## config.mk

```make
export PLATFORM = sky130hd
export DESIGN_NAME = cdio_lines
export DESIGN_NICKNAME = d
export VERILOG_FILES = /design/src/cdio_pkg.sv /design/src/cdio_lines.sv
export SDC_FILE = /design/constraint.sdc
export NUM_CORES = 2
export LEC_CHECK = 0
export BUFFER_PORTS_ARGS = -buffer_cell sky130_fd_sc_hd__buf_2
export CORE_UTILIZATION = 40
export DETAILED_ROUTE_END_ITERATION = 8
export GPL_ROUTABILITY_DRIVEN = 1
export PLACE_DENSITY = 0.65
export SKIP_CTS_REPAIR_TIMING = 1
export SLEW_MARGIN = 20
export SYNTH_ARGS = -nofsm -noshare
export SYNTH_HDL_FRONTEND = slang
export SYNTH_SLANG_ARGS = --single-unit
```

## constraint.sdc

```tcl
create_clock -name pclk -period 9.7 [get_ports pclk]
set_input_delay 0 -clock pclk [delete_from_list [all_inputs] [get_ports pclk]]
set_output_delay 0 -clock pclk [all_outputs]
set_load 0.005 [all_outputs]
```

## src/cdio_pkg.sv

```systemverilog
/*
  cdio_pkg: register map, field codes, reset values and timing counts for the
  digital line unit. Assumes a 32-bit APB slave, one aligned word per register.
*/
package cdio_pkg;
  localparam int unsigned NUM_LINES     = 4;
  localparam int unsigned NUM_SOFT_OUTS = 4;
  localparam int unsigned CLK_MHZ       = 25;
  localparam int unsigned US_CYCLES     = CLK_MHZ;
  localparam int unsigned SPAN_W        = 16;

  // register byte offsets
  localparam logic [7:0] OFF_LINE_PICK     = 8'h00;
  localparam logic [7:0] OFF_LINE_CFG      = 8'h04;
  localparam logic [7:0] OFF_FILTER_KIND   = 8'h08;
  localparam logic [7:0] OFF_FILTER_SPAN   = 8'h0C;
  localparam logic [7:0] OFF_LINE_STATUS   = 8'h10;
  localparam logic [7:0] OFF_ALL_LEVELS    = 8'h14;
  localparam logic [7:0] OFF_SOFT_PICK     = 8'h18;
  localparam logic [7:0] OFF_SOFT_LEVEL    = 8'h1C;
  localparam logic [7:0] OFF_ALL_SOFT      = 8'h20;

  // fields of the line configuration word
  localparam int unsigned CFG_DIR_BIT      = 0;
  localparam int unsigned CFG_FLIP_BIT     = 1;
  localparam int unsigned CFG_RAIL_BIT     = 2;
  localparam int unsigned CFG_SRC_LSB      = 8;
  localparam int unsigned SRC_W            = 5;
  // fields of the line status word
  localparam int unsigned STAT_LEVEL_BIT   = 0;
  localparam int unsigned STAT_FMT_LSB     = 4;
  localparam int unsigned FMT_W            = 3;

  // drive source codes
  localparam logic [4:0] SRC_OFF           = 5'h00;
  localparam logic [4:0] SRC_LINE0         = 5'h01;
  localparam logic [4:0] SRC_SOFT0         = 5'h05;
  localparam logic [4:0] SRC_EXT0          = 5'h09;
  localparam int unsigned NUM_EXT_SRC      = 9;

  // electrical circuit type codes
  localparam logic [2:0] FMT_NOCONNECT     = 3'h0;
  localparam logic [2:0] FMT_TRISTATE      = 3'h1;
  localparam logic [2:0] FMT_OPTO          = 3'h5;
  localparam logic [2:0] FMT_OPENDRAIN     = 3'h6;

  localparam logic [SPAN_W-1:0] SPAN_RESET = 16'h0000;
  localparam logic [31:0] RDATA_ZERO       = 32'h00000000;
endpackage

```

## src/cdio_lines.sv

```systemverilog
/*
  cdio_lines: four connector lines with direction, polarity flip, aux rail
  enable, deglitch and debounce filters, drive source select and soft outputs,
  all behind an APB slave. Assumes line pins are asynchronous to pclk and that
  the acquisition signals on ext_src arrive already synchronous to pclk.
*/
// The register offsets and the APB interface to the registers were left to the implementer.
`timescale 1ns/1ps
module cdio_lines #(
  parameter int unsigned LINES = cdio_pkg::NUM_LINES,
  parameter logic [LINES-1:0] RAIL_MASK = 4'b0100,
  parameter logic [LINES*cdio_pkg::FMT_W-1:0] LINE_FMT =
    {cdio_pkg::FMT_TRISTATE, cdio_pkg::FMT_OPENDRAIN, cdio_pkg::FMT_OPTO, cdio_pkg::FMT_OPTO}
) (
  input  wire logic                           pclk,
  input  wire logic                           presetn,
  input  wire logic                           psel,
  input  wire logic                           penable,
  input  wire logic                           pwrite,
  input  wire logic [7:0]                     paddr,
  input  wire logic [31:0]                    pwdata,
  output logic      [31:0]                    prdata,
  output logic                                pready,
  output logic                                pslverr,
  input  wire logic [LINES-1:0]               line_in,
  output logic      [LINES-1:0]               line_out,
  output logic      [LINES-1:0]               line_oe_n,
  output logic      [LINES-1:0]               aux_rail_on,
  input  wire logic [cdio_pkg::NUM_EXT_SRC-1:0] ext_src
);
  localparam int unsigned SW = cdio_pkg::SPAN_W;

  // the two-bit pickers, the 4-bit reset words and the loop-back codes 1..4 all assume four lines
  if (LINES != 4) begin : g_bad_lines
    $error("cdio_lines serves exactly four lines");
  end

  // register map, one aligned word each; reserved bits read as zero:
  //   00  line pick, bits 1:0
  //   04  line config of the picked line:
  //         bit 0     direction, set for output
  //         bit 1     polarity flip, acts on input and output alike
  //         bit 2     aux rail enable, kept only where RAIL_MASK allows
  //         bits 12:8 drive source code
  //   08  filter kind of the picked line, bit 0: clear deglitch, set debounce
  //   0C  filter width in microseconds for picked line and kind, bits 15:0
  //   10  status of the picked line: bit 0 level, bits 6:4 circuit type
  //   14  levels of all lines, bit n for line n
  //   18  soft output pick, bits 1:0
  //   1C  level of the picked soft output, bit 0
  //   20  all soft outputs, bit n for soft output n, read and write
  // any other offset answers with pslverr, writes nothing and reads zero
  //
  // drive source codes:
  //   0       off, driver stays released
  //   1..4    loop back of line 0..3 level
  //   5..8    soft output 0..3
  //   9..17   ext_src bit 0..8
  //   18..31  not assigned; they drive low before the flip so no unknown reaches a pin
  //
  // bus timing: one wait state. the first access cycle is decoded and its
  // answer registered, so pready, prdata and pslverr stand for exactly one
  // cycle. a write lands on the edge at which pready rises; the master still
  // holds its request until it samples pready high one edge later, and the
  // !pready term keeps that second access cycle from being decoded again.

  // register state
  logic [1:0]            line_pick_q, line_pick_d;
  logic [1:0]            soft_output_pick_q, soft_output_pick_d;
  logic [LINES-1:0]      line_direction_q, line_direction_d;
  logic [LINES-1:0]      line_polarity_flip_q, line_polarity_flip_d;
  logic [LINES-1:0]      rail_q, rail_d;
  logic [LINES-1:0]      input_filter_kind_q, input_filter_kind_d;
  logic [cdio_pkg::SRC_W-1:0] drive_sel_q [LINES];
  logic [cdio_pkg::SRC_W-1:0] drive_sel_d [LINES];
  logic [SW-1:0]         span_q [LINES][2];
  logic [SW-1:0]         span_d [LINES][2];
  logic [cdio_pkg::NUM_SOFT_OUTS-1:0] soft_q, soft_d;
  logic [31:0]           prdata_d;
  logic                  pready_d, pslverr_d;

  // input path state
  logic [LINES-1:0]      s1_q, s2_q, s3_q;
  logic [LINES-1:0]      dg_q, dg_d;
  logic [LINES-1:0]      db_q, db_d;
  logic [LINES-1:0]      level_q, level_d;
  logic [LINES-1:0]      out_q, out_d, oe_n_d;
  logic [SW+5:0]         dg_cnt_q [LINES];
  logic [SW+5:0]         dg_cnt_d [LINES];
  logic [SW+5:0]         db_cnt_q [LINES];
  logic [SW+5:0]         db_cnt_d [LINES];
  logic [LINES-1:0]      raw_in;

  // width in microseconds to clock cycles
  function automatic logic [SW+5:0] span_cycles(input logic [SW-1:0] us);
    span_cycles = (SW+6)'(us * cdio_pkg::US_CYCLES);
  endfunction

  function automatic logic [1:0] field_pick(input logic [31:0] w);
    field_pick = w[1:0];
  endfunction

  logic access;
  assign access = psel && penable;
  logic [1:0] lp;
  assign lp = line_pick_q;

  // APB decode: one-wait-state answer, registered; unmapped offsets give pslverr
  always_comb begin
    line_pick_d          = line_pick_q;
    soft_output_pick_d   = soft_output_pick_q;
    line_direction_d     = line_direction_q;
    line_polarity_flip_d = line_polarity_flip_q;
    rail_d               = rail_q;
    input_filter_kind_d  = input_filter_kind_q;
    drive_sel_d          = drive_sel_q;
    span_d               = span_q;
    soft_d               = soft_q;
    prdata_d             = cdio_pkg::RDATA_ZERO;
    pready_d             = access && !pready;
    pslverr_d            = 1'b0;
    if (access && !pready) begin
      unique case (paddr)
        cdio_pkg::OFF_LINE_PICK: begin
          if (pwrite) line_pick_d = field_pick(pwdata);
          prdata_d[1:0] = line_pick_q;
        end
        cdio_pkg::OFF_LINE_CFG: begin
          if (pwrite) begin
            line_direction_d[lp]     = pwdata[cdio_pkg::CFG_DIR_BIT];
            line_polarity_flip_d[lp] = pwdata[cdio_pkg::CFG_FLIP_BIT];
            rail_d[lp]               = pwdata[cdio_pkg::CFG_RAIL_BIT] & RAIL_MASK[lp];
            drive_sel_d[lp]          = pwdata[cdio_pkg::CFG_SRC_LSB +: cdio_pkg::SRC_W];
          end
          prdata_d[cdio_pkg::CFG_DIR_BIT]  = line_direction_q[lp];
          prdata_d[cdio_pkg::CFG_FLIP_BIT] = line_polarity_flip_q[lp];
          prdata_d[cdio_pkg::CFG_RAIL_BIT] = rail_q[lp];
          prdata_d[cdio_pkg::CFG_SRC_LSB +: cdio_pkg::SRC_W] = drive_sel_q[lp];
        end
        cdio_pkg::OFF_FILTER_KIND: begin
          if (pwrite) input_filter_kind_d[lp] = pwdata[0];
          prdata_d[0] = input_filter_kind_q[lp];
        end
        cdio_pkg::OFF_FILTER_SPAN: begin
          if (pwrite) span_d[lp][input_filter_kind_q[lp]] = pwdata[SW-1:0];
          prdata_d[SW-1:0] = span_q[lp][input_filter_kind_q[lp]];
        end
        cdio_pkg::OFF_LINE_STATUS: begin
          prdata_d[cdio_pkg::STAT_LEVEL_BIT] = level_q[lp];
          prdata_d[cdio_pkg::STAT_FMT_LSB +: cdio_pkg::FMT_W] =
            LINE_FMT[lp*cdio_pkg::FMT_W +: cdio_pkg::FMT_W];
        end
        cdio_pkg::OFF_ALL_LEVELS: begin
          prdata_d[LINES-1:0] = level_q;
        end
        cdio_pkg::OFF_SOFT_PICK: begin
          if (pwrite) soft_output_pick_d = field_pick(pwdata);
          prdata_d[1:0] = soft_output_pick_q;
        end
        cdio_pkg::OFF_SOFT_LEVEL: begin
          if (pwrite) soft_d[soft_output_pick_q] = pwdata[0];
          prdata_d[0] = soft_q[soft_output_pick_q];
        end
        cdio_pkg::OFF_ALL_SOFT: begin
          if (pwrite) soft_d = pwdata[cdio_pkg::NUM_SOFT_OUTS-1:0];
          prdata_d[cdio_pkg::NUM_SOFT_OUTS-1:0] = soft_q;
        end
        default: pslverr_d = 1'b1;
      endcase
    end
  end

  always_ff @(posedge pclk or negedge presetn) begin
    if (!presetn) begin
      line_pick_q          <= 2'h0;
      soft_output_pick_q   <= 2'h0;
      line_direction_q     <= 4'h0;
      line_polarity_flip_q <= 4'h0;
      rail_q               <= 4'h0;
      input_filter_kind_q  <= 4'h0;
      soft_q               <= 4'h0;
      prdata               <= cdio_pkg::RDATA_ZERO;
      pready               <= 1'b0;
      pslverr              <= 1'b0;
      for (int i = 0; i < LINES; i++) begin
        drive_sel_q[i] <= cdio_pkg::SRC_OFF;
        span_q[i][0]   <= cdio_pkg::SPAN_RESET;
        span_q[i][1]   <= cdio_pkg::SPAN_RESET;
      end
    end else begin
      line_pick_q          <= line_pick_d;
      soft_output_pick_q   <= soft_output_pick_d;
      line_direction_q     <= line_direction_d;
      line_polarity_flip_q <= line_polarity_flip_d;
      rail_q               <= rail_d;
      input_filter_kind_q  <= input_filter_kind_d;
      soft_q               <= soft_d;
      prdata               <= prdata_d;
      pready               <= pready_d;
      pslverr              <= pslverr_d;
      drive_sel_q          <= drive_sel_d;
      span_q               <= span_d;
    end
  end

  // pin synchroniser: a change counts only when stages two and three agree
  always_ff @(posedge pclk or negedge presetn) begin
    if (!presetn) begin
      s1_q <= 4'h0;
      s2_q <= 4'h0;
      s3_q <= 4'h0;
    end else begin
      s1_q <= line_in;
      s2_q <= s1_q;
      s3_q <= s2_q;
    end
  end

  // filters: deglitch then debounce; a zero width passes the signal through.
  // deglitch counts cycles in which the synchronised input differs from its
  // accepted state and only takes the new state once the count reaches the
  // width; any return to the old state clears the count, so short pulses die.
  // debounce copies a change at once and then holds a lockout count, so
  // contact bounce inside the lockout is ignored. widths are read live: a
  // deglitch width written mid-count applies at once; a debounce width only takes effect for the next change.
  // counters are six bits wider than the width so 25 cycles per microsecond
  // never wrap for the largest width.
  always_comb begin
    dg_d     = dg_q;
    db_d     = db_q;
    dg_cnt_d = dg_cnt_q;
    db_cnt_d = db_cnt_q;
    raw_in   = dg_q;
    for (int i = 0; i < LINES; i++) begin
      if (s2_q[i] == s3_q[i]) raw_in[i] = s3_q[i];
      // deglitch waits the full width of stable new state
      if (raw_in[i] == dg_q[i]) begin
        dg_cnt_d[i] = '0;
      end else if (dg_cnt_q[i] + 1'b1 >= span_cycles(span_q[i][0])) begin
        dg_d[i]     = raw_in[i];
        dg_cnt_d[i] = '0;
      end else begin
        dg_cnt_d[i] = dg_cnt_q[i] + 1'b1;
      end
      // debounce takes the edge now, then locks out; fed from deglitch
      if (db_cnt_q[i] != '0) begin
        db_cnt_d[i] = db_cnt_q[i] - 1'b1;
      end else if (dg_d[i] != db_q[i]) begin
        db_d[i]     = dg_d[i];
        db_cnt_d[i] = span_cycles(span_q[i][1]);
      end
    end
  end

  always_ff @(posedge pclk or negedge presetn) begin
    if (!presetn) begin
      dg_q <= 4'h0;
      db_q <= 4'h0;
      for (int i = 0; i < LINES; i++) begin
        dg_cnt_q[i] <= '0;
        db_cnt_q[i] <= '0;
      end
    end else begin
      dg_q     <= dg_d;
      db_q     <= db_d;
      dg_cnt_q <= dg_cnt_d;
      db_cnt_q <= db_cnt_d;
    end
  end

  // drive and level: pin low-active enable, push-pull level out.
  // an output line reports its source level before the flip, an input line
  // reports the filtered pin level after the flip. a loop back from a line
  // reads the registered level, so a line looped onto itself settles one
  // cycle later instead of forming a combinational ring.
  always_comb begin
    for (int i = 0; i < LINES; i++) begin
      logic src;
      src = 1'b0;
      if (drive_sel_q[i] >= cdio_pkg::SRC_EXT0 + cdio_pkg::NUM_EXT_SRC)
        src = 1'b0; // unassigned codes drive low before the flip
      else if (drive_sel_q[i] >= cdio_pkg::SRC_EXT0)
        src = ext_src[4'(drive_sel_q[i] - cdio_pkg::SRC_EXT0)];
      else if (drive_sel_q[i] >= cdio_pkg::SRC_SOFT0)
        src = soft_q[2'(drive_sel_q[i] - cdio_pkg::SRC_SOFT0)];
      else if (drive_sel_q[i] >= cdio_pkg::SRC_LINE0)
        src = level_q[2'(drive_sel_q[i] - cdio_pkg::SRC_LINE0)]; // loop back
      out_d[i]   = src ^ line_polarity_flip_q[i];
      // input lines keep the driver off whatever the source says
      oe_n_d[i]  = !(line_direction_q[i] && drive_sel_q[i] != cdio_pkg::SRC_OFF);
      level_d[i] = line_direction_q[i] ? src : (db_q[i] ^ line_polarity_flip_q[i]);
    end
  end

  always_ff @(posedge pclk or negedge presetn) begin
    if (!presetn) begin
      out_q       <= 4'h0;
      line_oe_n   <= 4'hF;
      level_q     <= 4'h0;
      aux_rail_on <= 4'h0;
    end else begin
      out_q       <= out_d;
      line_oe_n   <= oe_n_d;
      level_q     <= level_d;
      aux_rail_on <= rail_q;
    end
  end
  assign line_out = out_q;
endmodule

```

==> summary.txt <==
STA
  • Setup_tns: 0 ns
  • Worst Tran Pin Value: 1.05 ns
  • Final min period: 7.01 ns
  • Final hold violation count: 0
  • FMAX: 143 MHz
  • Final period util: 0.723
  • Final setup fails: 0
  • Slew Limit Headroom: 0.296
  • Hold Slack: 0.0343 ns
  • Slew Limit Fails: 0
  • RSZ-0062 raised after global routing: false
  • Clock skew: 0.0178 ns

Worst hold path
  • Hold depth: 2
  • WHS Endpoint: input_filter_kind_q[2]
  • Hold Path Class: in2reg
  • Hold Path Origin: pwdata[0]

Critical path
  • CP max stage cell: o41ai_1
  • Worst R2R End: db_cnt_q[81]
  • Worst-path cell chain: ha_1 > ha_1 > fa_1 > ha_1 > a21o_1 > a21oi_1 > o21a_1 > nor3_1 > a41o_1 > o41ai_1 > o21bai_1 > a21oi_1 > xor2_1 > ha_1 > nand4_1 > nor2_1 > nand3_1 > o41ai_1 > nor4b_1 > a2111oi_4 > xor2_2 > nor2_4 > o21ai_0
  • Most common cell on crit path: ha_1
  • R2R Path Start: span_q[115]
  • Slowest stage delay, CP: 0.66 ns
  • Crit path kind: reg2reg
  • Crit. End Element: flip-flop
  • Critical Path RT: 10.15 ns
  • CP arrival: 7.46 ns
  • CP Max Fanout: 17
  • Crit path launch type: flip-flop
  • Cells on worst reg2reg path: 23
  • Reg-to-reg slack, setup: 2.69 ns

Power and ir drop
  • Worst vdd ir: 139 uV
  • P_sw: 1.22 mW
  • Power per standard cell area: 119 nW/um2
  • Cell Int Power: 3.18 mW
  • Leakage: 19.1 nW
  • Clock share of power: 0.414
  • Switch share: 0.277
  • Comb pwr share: 0.130
  • Reg power frac: 0.456
  • Overall Power: 4.41 mW

Outcome
  • Status: complete, no violations

Die
  • Die ar.: 85400 um2
  • Die X: 292 um
  • Std cell rows: 106
  • Initial Utilization: 0.403
  • I/O pins: 104
  • Placeable Area: 83600 um2
  • Die height: 292 um

Place
  • # port buffers: 71
  • Gpl congestion: 0.915
  • Placed insts: 4479
  • Hpwl dp: 61.1 mm

GRT
  • Initial antenna violation count: 12
  • Vias in the first global route: 23700
  • Largest net degree at the start of global routing: 177
  • Gr usage total: 0.188
  • GR Overflow Total: 0
  • First-pass GRT wire length: 129 mm

Route
  • First DRT Iteration DRCs: 1779
  • DRC violations left: 0
  • Drt total wl: 79.2 mm
  • Vias: 24700
  • Post-DRT Antenna Nets: 0
  • First-pass iteration count of the detailed router: 6
  • Wire length per cell: 17.3 um
  • Vias per inst: 5.40

Synthesis
  • Mean area per synthesized cell: 9.94 um2
  • Post-synthesis adder-cell area fraction: 0.249
  • Post-synth EDFFs: 0
  • Synth top area share: 0.295
  • Register bit total from synthesis: 402
  • Async SR Flop Fraction: 1.00
  • Simple-Gate Fraction of Synth Area: 0.128
  • Cell variety after synth: 84
  • Top post-synthesis cells by area: dfrtp_1 (30%), ha_1 (20%), mux2_2 (5.4%)
  • Mux cell area share after synthesis: 0.0977
  • Count leader, synth: ha_1
  • Register area share after synthesis: 0.299
  • Largest family of logic cells by synthesized area: adder cells
  • Post-synth top area cell: dfrtp_1
  • Synth Area in XOR/XNOR: 0.0716
  • Post-synthesis cell count: 3392
  • Post-Syn Area: 33700 um2
  • Synth Area in Compound Gates: 0.101
  • Ys Warns: 0
  • Post-synth top cells: ha_1 (529), dfrtp_1 (398), inv_1 (368), nor2_1 (218), nand2_1 (184)
  • Top_reg_cell synth: dfrtp_1

Clock network
  • CTS Buf Count: 45
  • Root buf cell: clkbuf_16
  • CTS tree: yes
  • CTS H-Tree Depth: 2
  • Clk Latency, worst-skew pair: 0.61 ns
  • Clk sinks: 402
  • CTS max path bufs: 3
  • Clk pin slew, worst setup/hold paths: 0.06 ns

Finish
  • Area grow syn2layout: 9.67%
  • Layout cells sized above 1: 0.119
  • Finished Layout Cells: 4581
  • Nets: 4141

Job
  • Max-Cap Viols: 0
metal layers:
layer,GRT usage,up-vias,wire length (um)
met5,0,-,56
met4,0.0492,10,1940
met3,0.0322,112,4480
met2,0.289,495,34300
met1,0.272,12000,38400
li1,-,12100,-
power groups by stage:
stage,registers (mW),clock network (mW),logic (mW)
finish,2.01,1.83,0.574
global route,2.03,1.93,0.653
CTS,2.01,1.87,0.573
detailed placement,2.03,0,0.569
global placement,2.03,0,0.556
floorplan,1.99,0,0.431
placed cells by master, fill, tap and decap left out, drive strengths merged, types with 39 or more instances in the layout:
| cell | instances |
|---|---|
| ha | 529 |
| dfrtp | 398 |
| inv | 370 |
| nor2 | 219 |
| nand2 | 184 |
| a21oi | 168 |
| mux2 | 163 |
| xnor2 | 156 |
| xor2 | 118 |
| o21ai | 105 |
| nor3 | 99 |
| nand3 | 91 |
| buf | 89 |
| fa | 88 |
| and3 | 62 |
| mux4 | 59 |
| clkbuf | 59 |
| nor2b | 55 |
| a21o | 39 |
flip-flops by register name, indices dropped and copies added, names as in the netlist, 4 cells and up:
name,cells
aux_rail_on,4
db_cnt_q,88
db_q,4
dg_cnt_q,88
dg_q,4
drive_sel_q,20
input_filter_kind_q,4
level_q,4
line_direction_q,4
line_oe_n,4
line_out,4
line_polarity_flip_q,4
prdata,16
rail_q,4
s1_q,4
s2_q,4
s3_q,4
soft_q,4
span_q,128
through the flow:
stage / util / setup WS [ns] / cell area (um2)
floorplan: - / 3.95 / 33800
global placement: 0.421 / 2.88 / 35200
detailed placement: 0.421 / 2.75 / 35200
CTS: 0.440 / 2.68 / 36800
global route: 0.442 / 2.12 / 37000
finish: 0.442 / 2.69 / 37000
worst max-delay path: cells and delay by family, from the launching register on:
family,cells,cell delay [ns]
AO/OA/AOI/OAI,10,3.12
XOR/XNOR,2,0.40
adder cells (fa/ha/maj),5,1.76
flip-flops,1,0.47
AND/OR/NAND/NOR,6,1.08
final cells by class:
type | instances | area (um2)
multi-input cells | 2540 | 21900
well taps | 1080 | 1350
inverters | 368 | 1380
diodes | 3 | 7.51
fillers | 7943 | 46600
clock inverters | 20 | 314
repair buffers | 109 | 717
flip-flops and latches | 402 | 10100
clock buffers | 59 | 1240
kinds of logic (layout without fill, tap and decap cells):
| kind of cell | count (synthesis) | count (layout) |
|---|---|---|
| muxes | 235 | 235 |
| xor gates and xnor gates | 274 | 274 |
| AOI/OAI and AO/OA | 524 | 524 |
| and+or+nand+nor | 869 | 869 |
| adders and majority gates | 618 | 618 |
| buffers and inverters | 469 | 556 |
| DFF | 402 | 402 |
| other | 1 | 23 |
worst max path at each step:
stage                     cells after the start   startpoint  slack, ns           end
final                                        23  span_q[115]       2.69  db_cnt_q[81]
after global routing                         23  span_q[115]       2.12  db_cnt_q[81]
after CTS                                    23  span_q[115]       2.68  db_cnt_q[81]
after detailed placement                     23  span_q[115]       2.75  db_cnt_q[81]
after global placement                       23  span_q[115]       2.88  db_cnt_q[81]
after floorplan                              24  span_q[115]       3.95  db_cnt_q[76]
(Power assumes the default switching activity.)
